File: config.mk
export PLATFORM = sky130hd
export DESIGN_NAME = clc_top
export DESIGN_NICKNAME = d
export VERILOG_FILES = /design/src/logic/clc_pkg.sv /design/src/logic/clc_cfg_if.sv /design/src/logic/clc_shaper.sv /design/src/logic/clc_top.sv
export SDC_FILE = /design/constraint.sdc
export NUM_CORES = 1
export LEC_CHECK = 0
export BUFFER_PORTS_ARGS = -buffer_cell sky130_fd_sc_hd__buf_2
export CAP_MARGIN = 40
export CORE_MARGIN = 2
export CORE_UTILIZATION = 35
export CTS_BUF_LIST = sky130_fd_sc_hd__clkbuf_16
export DETAILED_ROUTE_END_ITERATION = 8
export GPL_TIMING_DRIVEN = 0
export SYNTH_ARGS = -nofsm -noshare
export SYNTH_HDL_FRONTEND = slang
export SYNTH_SLANG_ARGS = --single-unit
File: constraint.sdc
create_clock -name CLK_IN -period 12.3 [get_ports CLK_IN]
set_clock_uncertainty 0.1 [all_clocks]
set_input_delay 1.23 -clock CLK_IN [delete_from_list [all_inputs] [get_ports CLK_IN]]
set_output_delay 1.23 -clock CLK_IN [all_outputs]
set_load 0.03 [all_outputs]
File: src/logic/clc_pkg.sv
// Purpose: constants for the chroma and level control registers
// Assumes: byte-wide subaddressed register port, single clock
// Notes: field positions and reset values are named once here
// Notes on behaviour
// - subcarrier phase turns by register value in 360/256 degree steps, zero after reset
// - blue gain zero removes U; 118 nominal at 92.5 IRE, 125 at 100 IRE
// - red gain zero removes V; 165 nominal at 92.5 IRE, 175 at 100 IRE
// - at 140 IRE sync, black level is field times 2/6.29 plus 28.9
// - at 143 IRE sync, black level is field times 2/6.18 plus 26.5
// - at 140 IRE sync, blanking level is field times 2/6.29 plus 25.4
// - at 143 IRE sync, blanking level is field times 2/6.18 plus 25.9
// - blanking level field resets to 35h
// - two-bit selector picks cross-colour filter; 00 off, 01..11 filters one to three
// - separate six-bit blanking level applies during vertical blanking
package clc_pkg;
  localparam logic [7:0] PHASE_ADDR      = 8'h5A;
  localparam logic [7:0] U_GAIN_LOW_ADDR = 8'h5B;
  localparam logic [7:0] V_GAIN_LOW_ADDR = 8'h5C;
  localparam logic [7:0] U_TOP_BLK_ADDR  = 8'h5D;
  localparam logic [7:0] V_TOP_BLN_ADDR  = 8'h5E;
  localparam logic [7:0] XCR_VBI_ADDR    = 8'h5F;

  localparam int GAIN_TOP_BIT  = 7;
  localparam int RESERVED_BIT  = 6;
  localparam int LEVEL_MSB     = 5;
  localparam int XCR_MSB       = 7;
  localparam int XCR_LSB       = 6;
  localparam int GAIN_SHIFT    = 7;

  localparam logic [7:0] PHASE_RESET     = 8'h00;
  localparam logic [8:0] GAIN_RESET      = 9'h000;
  localparam logic [5:0] BLACK_RESET     = 6'h00;
  localparam logic [5:0] BLANK_RESET     = 6'h35;
  localparam logic [5:0] VBI_BLANK_RESET = 6'h00;
  localparam logic [1:0] XCR_RESET       = 2'h0;
  localparam logic [7:0] UNMAPPED_READ   = 8'h00;
endpackage : clc_pkg

File: src/logic/clc_cfg_if.sv
// Purpose: carries held register fields from the register bank to the shaper
// Assumes: both ends in the CLK_IN domain
// Notes: fields are already registered at the source
`timescale 1ns/10ps
interface clc_cfg_if;
  logic [7:0] subcarrier_phase;
  logic [8:0] blue_diff_gain;
  logic [8:0] red_diff_gain;
  logic [5:0] black_level;
  logic [5:0] blank_level;
  logic [5:0] vbi_blank_level;
  logic [1:0] cross_color_select;

  modport src (output subcarrier_phase, output blue_diff_gain, output red_diff_gain,
               output black_level, output blank_level, output vbi_blank_level,
               output cross_color_select);
  modport snk (input subcarrier_phase, input blue_diff_gain, input red_diff_gain,
               input black_level, input blank_level, input vbi_blank_level,
               input cross_color_select);
endinterface : clc_cfg_if

File: src/logic/clc_shaper.sv
// Purpose: applies gains, phase offset and level choice to each sample
// Assumes: one sample per asserted valid, fields stable or changing between samples
// Notes: every output is registered, one cycle after the sample is taken
`timescale 1ns/10ps
module clc_shaper (
  input  wire logic              clk_in,
  input  wire logic              rst_in,
  clc_cfg_if.snk                 cfg,
  input  wire logic              valid_in,
  input  wire logic signed [7:0] u_in,
  input  wire logic signed [7:0] v_in,
  input  wire logic [7:0]        phase_in,
  input  wire logic              blank_in,
  input  wire logic              vbi_in,
  output logic                   valid_out,
  output logic signed [9:0]      u_out,
  output logic signed [9:0]      v_out,
  output logic [7:0]             phase_out,
  output logic [5:0]             level_out,
  output logic [1:0]             xcr_out
);
  logic signed [16:0] u_prod;
  logic signed [16:0] v_prod;
  logic               next_valid;
  logic signed [9:0]  next_u;
  logic signed [9:0]  next_v;
  logic [7:0]         next_phase;
  logic [5:0]         next_level;
  logic [1:0]         next_xcr;

  always_comb begin
    // gain of zero gives a zero product, so the colour term vanishes
    u_prod     = u_in * $signed(cfg.blue_diff_gain);
    v_prod     = v_in * $signed(cfg.red_diff_gain);
    next_u     = u_prod[clc_pkg::GAIN_SHIFT +: 10];
    next_v     = v_prod[clc_pkg::GAIN_SHIFT +: 10];
    // 8-bit wrap gives the 360/256 degree step, burst included
    next_phase = phase_in + cfg.subcarrier_phase;
    if (vbi_in) begin
      next_level = cfg.vbi_blank_level;
    end else if (blank_in) begin
      next_level = cfg.blank_level;
    end else begin
      next_level = cfg.black_level;
    end
    next_xcr   = cfg.cross_color_select;
    next_valid = valid_in;
    // hold u, v, phase and level between samples so idle cycles show the last result
    if (!valid_in) begin
      next_u     = u_out;
      next_v     = v_out;
      next_phase = phase_out;
      next_level = level_out;
    end
  end

  // new field values reach the very next sample taken
  always_ff @(posedge clk_in or posedge rst_in) begin
    if (rst_in) begin
      valid_out <= 1'b0;
      u_out     <= 10'sh000;
      v_out     <= 10'sh000;
      phase_out <= 8'h00;
      level_out <= 6'h00;
      xcr_out   <= 2'h0;
    end else begin
      valid_out <= next_valid;
      u_out     <= next_u;
      v_out     <= next_v;
      phase_out <= next_phase;
      level_out <= next_level;
      xcr_out   <= next_xcr;
    end
  end
endmodule : clc_shaper

File: src/logic/clc_top.sv
// Purpose: chroma phase, colour gain and level register bank with its shaper
// Assumes: byte register port already decoded from the control bus
// Notes: bit 6 of the black and blanking level registers (5Dh, 5Eh) is not stored and reads zero
`timescale 1ns/10ps
module clc_top (
  input  wire logic              CLK_IN,
  input  wire logic              RST_IN,
  input  wire logic              REG_WR_IN,
  input  wire logic              REG_RD_IN,
  input  wire logic [7:0]        REG_ADDR_IN,
  input  wire logic [7:0]        REG_WDATA_IN,
  output logic [7:0]             REG_RDATA_OUT,
  input  wire logic              SAMPLE_VALID_IN,
  input  wire logic signed [7:0] U_IN,
  input  wire logic signed [7:0] V_IN,
  input  wire logic [7:0]        SC_PHASE_IN,
  input  wire logic              BLANK_IN,
  input  wire logic              VBI_IN,
  output logic                   SAMPLE_VALID_OUT,
  output logic signed [9:0]      U_OUT,
  output logic signed [9:0]      V_OUT,
  output logic [7:0]             SC_PHASE_OUT,
  output logic [5:0]             LEVEL_OUT,
  output logic [1:0]             XCR_SEL_OUT
);
  clc_cfg_if cfg ();

  logic [7:0] subcarrier_phase;
  logic [8:0] blue_diff_gain;
  logic [8:0] red_diff_gain;
  logic [5:0] black_level;
  logic [5:0] blank_level;
  logic [5:0] vbi_blank_level;
  logic [1:0] cross_color_select;
  logic [7:0] next_subcarrier_phase;
  logic [8:0] next_blue_diff_gain;
  logic [8:0] next_red_diff_gain;
  logic [5:0] next_black_level;
  logic [5:0] next_blank_level;
  logic [5:0] next_vbi_blank_level;
  logic [1:0] next_cross_color_select;
  logic [7:0] next_rdata;

  always_comb begin
    next_subcarrier_phase   = subcarrier_phase;
    next_blue_diff_gain     = blue_diff_gain;
    next_red_diff_gain      = red_diff_gain;
    next_black_level        = black_level;
    next_blank_level        = blank_level;
    next_vbi_blank_level    = vbi_blank_level;
    next_cross_color_select = cross_color_select;
    if (REG_WR_IN) begin
      if (REG_ADDR_IN == clc_pkg::PHASE_ADDR) begin
        next_subcarrier_phase = REG_WDATA_IN;
      end else if (REG_ADDR_IN == clc_pkg::U_GAIN_LOW_ADDR) begin
        next_blue_diff_gain[7:0] = REG_WDATA_IN;
      end else if (REG_ADDR_IN == clc_pkg::V_GAIN_LOW_ADDR) begin
        next_red_diff_gain[7:0] = REG_WDATA_IN;
      end else if (REG_ADDR_IN == clc_pkg::U_TOP_BLK_ADDR) begin
        // bit 6 is dropped; software keeps it zero anyway
        next_blue_diff_gain[8] = REG_WDATA_IN[clc_pkg::GAIN_TOP_BIT];
        next_black_level       = REG_WDATA_IN[clc_pkg::LEVEL_MSB:0];
      end else if (REG_ADDR_IN == clc_pkg::V_TOP_BLN_ADDR) begin
        next_red_diff_gain[8] = REG_WDATA_IN[clc_pkg::GAIN_TOP_BIT];
        next_blank_level      = REG_WDATA_IN[clc_pkg::LEVEL_MSB:0];
      end else if (REG_ADDR_IN == clc_pkg::XCR_VBI_ADDR) begin
        next_cross_color_select = REG_WDATA_IN[clc_pkg::XCR_MSB:clc_pkg::XCR_LSB];
        next_vbi_blank_level    = REG_WDATA_IN[clc_pkg::LEVEL_MSB:0];
      end
    end
  end

  // field registers, updated on the write edge itself
  always_ff @(posedge CLK_IN or posedge RST_IN) begin
    if (RST_IN) begin
      subcarrier_phase   <= clc_pkg::PHASE_RESET;
      blue_diff_gain     <= clc_pkg::GAIN_RESET;
      red_diff_gain      <= clc_pkg::GAIN_RESET;
      black_level        <= clc_pkg::BLACK_RESET;
      blank_level        <= clc_pkg::BLANK_RESET;
      vbi_blank_level    <= clc_pkg::VBI_BLANK_RESET;
      cross_color_select <= clc_pkg::XCR_RESET;
    end else begin
      subcarrier_phase   <= next_subcarrier_phase;
      blue_diff_gain     <= next_blue_diff_gain;
      red_diff_gain      <= next_red_diff_gain;
      black_level        <= next_black_level;
      blank_level        <= next_blank_level;
      vbi_blank_level    <= next_vbi_blank_level;
      cross_color_select <= next_cross_color_select;
    end
  end

  // read data is registered so the port comes from a flip-flop; it holds between reads
  always_comb begin
    next_rdata = REG_RDATA_OUT;
    if (REG_RD_IN) begin
      if (REG_ADDR_IN == clc_pkg::PHASE_ADDR) begin
        next_rdata = subcarrier_phase;
      end else if (REG_ADDR_IN == clc_pkg::U_GAIN_LOW_ADDR) begin
        next_rdata = blue_diff_gain[7:0];
      end else if (REG_ADDR_IN == clc_pkg::V_GAIN_LOW_ADDR) begin
        next_rdata = red_diff_gain[7:0];
      end else if (REG_ADDR_IN == clc_pkg::U_TOP_BLK_ADDR) begin
        next_rdata = {blue_diff_gain[8], 1'b0, black_level};
      end else if (REG_ADDR_IN == clc_pkg::V_TOP_BLN_ADDR) begin
        next_rdata = {red_diff_gain[8], 1'b0, blank_level};
      end else if (REG_ADDR_IN == clc_pkg::XCR_VBI_ADDR) begin
        next_rdata = {cross_color_select, vbi_blank_level};
      end else begin
        next_rdata = clc_pkg::UNMAPPED_READ;
      end
    end
  end

  always_ff @(posedge CLK_IN or posedge RST_IN) begin
    if (RST_IN) begin
      REG_RDATA_OUT <= 8'h00;
    end else begin
      REG_RDATA_OUT <= next_rdata;
    end
  end

  assign cfg.subcarrier_phase   = subcarrier_phase;
  assign cfg.blue_diff_gain     = blue_diff_gain;
  assign cfg.red_diff_gain      = red_diff_gain;
  assign cfg.black_level        = black_level;
  assign cfg.blank_level        = blank_level;
  assign cfg.vbi_blank_level    = vbi_blank_level;
  assign cfg.cross_color_select = cross_color_select;

  clc_shaper u_shaper (
    .clk_in    (CLK_IN),
    .rst_in    (RST_IN),
    .cfg       (cfg),
    .valid_in  (SAMPLE_VALID_IN),
    .u_in      (U_IN),
    .v_in      (V_IN),
    .phase_in  (SC_PHASE_IN),
    .blank_in  (BLANK_IN),
    .vbi_in    (VBI_IN),
    .valid_out (SAMPLE_VALID_OUT),
    .u_out     (U_OUT),
    .v_out     (V_OUT),
    .phase_out (SC_PHASE_OUT),
    .level_out (LEVEL_OUT),
    .xcr_out   (XCR_SEL_OUT)
  );
endmodule : clc_top

Word-level counts from Yosys, hierarchy flattened
Index checks and enable logic that the tools add are counted.

operators by class
  equal/unequal tests = 6
  muxes and demuxes = 8
  bitwise operators = 5
  reduce and logical (&&, ||, !) cells = 6
  multiply operators = 2
  add/sub/neg operators = 1

operator list
  operator              count
  $eq A8 B7 Y1 const B  6
  $mux W8               6
  $mul A8 B9 Y17        2
  $mux W6               2
  $add A8 B8 Y8         1
  $reduce_and A7 Y1     1
  $reduce_and A6 Y1     1
  $not A1 Y1            5
  $reduce_and A5 Y1     1
  $reduce_and A4 Y1     1
  $reduce_and A3 Y1     1
  $reduce_and A2 Y1     1

storage, ports and cells
  bits in registers = 91
  output and inout port bits = 45
  logic and storage cells = 44
  input port bits = 47

Depth between registers and ports, before layout
  depth after elaboration = 7
  depth in mapped cells = 18

Hierarchy
A second synthesis with hierarchy kept.

unflattened totals
  cells, all modules = 909
  area total of the unflattened synthesis = 9371.5 sq um

modules (own cells, without submodules)
  module      instances  seq. area each (sq um)  area an instance (sq um)  cells an instance
  clc_shaper  1          925.9                   6875.3                    730
  clc_top     1          1356.3                  2496.1                    179

Worst setup path before layout
Ideal clock, no wire load.

  path type = input-to-reg
  from = in U_IN[2]
  to = reg u_shaper.u_out[9]
  slack = 6.870 ns
  stages on the path = 16
  required time = 12.080 ns
  library setup time = 0.120 ns
  arrival = 5.210 ns
  path buffers = 1
  cell sequence = clkbuf_1 -> nand2_1 -> fa_1 -> fa_1 -> inv_1 -> fa_1 -> inv_1 -> fa_1 -> inv_1 -> ha_1 -> nand2_1 -> or4b_4 -> a21oi_2 -> o211ai_1 -> a31o_1 -> a31o_1

on the way
  word-level cells in the longest chain between the ends = 1

ends and longest elaborated chain
  what                  RTL line          RTL
  from (decl)           clc_top.sv:14     input wire logic signed [7:0] U_IN,
  $mul A8 B9 Y17        clc_shaper.sv:33  u_prod = u_in * $signed(cfg.blue_diff_gain);
  to (signal assigned)  clc_shaper.sv:68  u_out <= next_u;
  to (decl)             clc_shaper.sv:16  output logic signed [9:0] u_out,

Every way passes these cells.
A chain may end at the register's enable or synchronous reset.

Worst setup path after layout
Ends and elaborated chain as after synthesis.

==> flow_metrics.py <==
metrics = {
    "synthesis": {
        "synth_warnings": 0,
        "yosysTopAreaCellShare": 0.2519,
        "seq_area_frac_synth": 0.2413,
        "synth_nets": 1174,
        "yosys.area.top_type": "fa_1",
        "ys_ff_latch": 91,
        "syn_area_per_cell_um2": 10.03,
        "syn_inst": 943,
        "yosysUniqueCellTypes": 62,
        "ys.flop_type": "dfrtp_1",
        "syn_area_um2": 9458,
        "synth_area_leaders": "fa_1 25%, dfrtp_1 23%, ha_1 8.6%",
        "async_reset_ff_frac": 1.000,
        "synth_edf_count": 0,
    },
    "clocking": {
        "clk_pin_slew_ns": 0.07,
        "root_buffer": "clkbuf_16",
        "post_cts_resized": 0,
        "cts.sinks": 91,
        "cts_made_buffers": 9,
        "clk_latency_ns": 0.35,
        "cts_setup_buffers": 0,
        "cts_tree": "built",
        "cts_max_level": 3,
        "clock_path_buffers": 2,
        "cts_hold_buffers": 0,
    },
    "worst_setup_path": {
        "max_stage_delay_ns": 0.56,
        "arrival_ns": 5.70,
        "crit_type": "in -> reg",
        "crit_path_top_delay_cell": "fa_1",
        "required_ns": 12.44,
        "cp_common_cell": "fa_1",
        "path_cells": "clkbuf_1, nand2_1, fa_1, fa_1, inv_1, fa_1, inv_1, fa_1, inv_1, ha_1, nand2_1, or4b_4, a21oi_2, o211ai_1, a31o_1, a31o_1",
        "reg2reg_slack_ns": 7.20,
        "cp_max_fo": 9,
        "worstSetupStartpointType": "input port",
        "critPathCaptureType": "flip-flop",
    },
    "detailed_routing": {
        "drt_iter0_markers": 364,
        "drc": 0,
        "drt_first_pass_iters": 5,
        "final_antenna_net_count": 0,
        "via_per_inst": 4.970,
        "vias": 6878,
        "wl_per_cell_um": 16.51,
        "wl_um": 22840,
    },
    "timing": {
        "fin_crit_ns": 5.558,
        "setup_slack_ns": 6.742,
        "tns_ns": 0,
        "post-route-period-util": 0.4519,
        "report.final.slew_viol_count": 0,
        "grt_setup_unrepaired": "no",
        "setup_viol": 0,
        "clock.fmax_mhz": 179.9,
        "hold_violations": 0,
        "slew_headroom": 0.4461,
        "max_slew.worst_pin.slew_ns": 0.8308,
    },
    "layout": {
        "fillerInstances": 2699,
        "fin_nets": 1268,
        "final_layout_size_suffix_gt1_frac": 0.1833,
        "syn2layout_area_growth_pct": 12.38,
        "final_cells": 1384,
        "utilization": 0.3977,
    },
    "global_route": {
        "gr-total-overflow": 0,
        "grtUsageTotal": 0.1689,
        "grt_antenna_before_repair": 0,
        "grt_max_degree": 54,
        "grt_pass1_wl_um": 37740,
        "grt_pass1_vias": 7096,
    },
    "worst_hold_path": {
        "hp-class": "reg -> reg",
    },
    "die": {
        "num_rows": 60,
        "die_h_um": 168.4,
        "start_util": 0.3539,
        "die_w_um": 168.4,
        "coreArea_um2": 26730,
        "io_pins": 92,
        "die_area_um2": 28350,
    },
    "placement": {
        "portBuffers": 82,
        "gp_congestion": 0.8663,
        "place_ws_ns": 6.389,
        "place_inst": 1367,
        "dp_hpwl_um": 18430,
    },
    "power_and_ir_drop": {
        "peakVddDrop_v": 0.00006626,
        "total_power_mw": 1.134,
        "powerDensity_nw_per_um2": 106.7,
        "p_leak_nw": 5.303,
    },
    "run_status": {
        "status": "completed",
    },
    "run": {
        "cap_violations": 0,
    },
}
## cell usage after synthesis (all sizes together) (8+ instances only)
cell type  number
dfrtp          87
nor3           10
nand2          84
ha             65
inv           169
xnor2          23
and2           75
mux2i           8
nor2b           8
o21ai          22
clkbuf         30
a21oi          24
nor2           33
mux2           68
fa            119
## metal layers
layer	up-vias	routed length, um	GRT usage
met1	3518	10920	0.2388
met3	17	825	0.02515
met5	-	0	0
li1	3214	-	-
met4	0	141	0.02436
met2	129	10960	0.2814
## final cells by class
type / instances / area, um2 / area share
Buffer: 35 / 135.1 / 0.01271
Tap cell: 341 / 426.7 / 0.04014
Clock buffer: 9 / 225.2 / 0.02119
Antenna cell: 1 / 2.502 / 0.0002354
Inverter: 170 / 640.6 / 0.06027
Sequential cell: 91 / 2282 / 0.2147
Clock inverter: 7 / 83.83 / 0.007887
Timing Repair Buffer: 83 / 430.4 / 0.04049
Multi-Input combinational cell: 647 / 6402 / 0.6024
## path summary, 6_finish.rpt
kind / startpoint / cells after the start / to
setup reg to reg: blue_diff_gain[5] / 16 / u_shaper.u_out[9]
hold reg to reg: cfg.cross_color_select[0] / 0 / u_shaper.xcr_out[0]
hold / removal: cfg.cross_color_select[0] / 0 / u_shaper.xcr_out[0]
min in group asynchronous: RST_IN / 2 / u_shaper.phase_out[3]
max in group asynchronous: RST_IN / 3 / u_shaper.v_out[6]
setup / recovery: U_IN[2] / 16 / u_shaper.u_out[9]
## flip-flops by register name, indices dropped and copies added, names as in the netlist, 8 cells and up
register and flops:
blue_diff_gain 9, REG_RDATA_OUT 8, cfg.subcarrier_phase 8, u_shaper.phase_out 8, u_shaper.u_out 10, cfg.red_diff_gain 9, u_shaper.v_out 10
## logic make-up after synthesis
| logic type | after synthesis | share of synthesized area |
|---|---|---|
| compound gates | 109 | 0.07713 |
| xor+xnor | 28 | 0.02593 |
| fa+ha+maj | 184 | 0.3379 |
| buf+inv | 205 | 0.08176 |
| flops | 91 | 0.2413 |
| mux | 81 | 0.1013 |
| simple gates | 245 | 0.1347 |
## power breakdown
part / internal [mW] / switching, mW
sequential: 0.341 / 0.0315
combinational: 0.178 / 0.292
clock: 0.161 / 0.130
total: 0.680 / 0.454
## layout by cell type (no fill, tap or decap), drive strengths merged, types with 33 or more instances in the layout
| master | instances |
|---|---|
| and2 | 75 |
| buf | 88 |
| clkbuf | 39 |
| dfrtp | 87 |
| fa | 119 |
| ha | 65 |
| inv | 172 |
| mux2 | 68 |
| nand2 | 84 |
| nor2 | 33 |
## metrics by stage
| stage | hold WS [ns] | cell area [um2] |
|---|---|---|
| 2_1_floorplan | 0.2705 | 9458 |
| 3_3_place_gp | 0.2900 | 10290 |
| 3_5_place_dp | 0.2928 | 10320 |
| 4_1_cts | 0.3127 | 10630 |
| 5_1_grt | 0.3396 | 10630 |
| 6_report | 0.3137 | 10630 |
## worst max-delay path: cells and delay by family
kind                       cells  cell delay, ns
AOI/OAI and AO/OA              4            0.91
adders and majority gates      5            2.36
buffers and inverters          4            0.49
and+or+nand+nor                3            0.70
(Power assumes the default switching activity.)
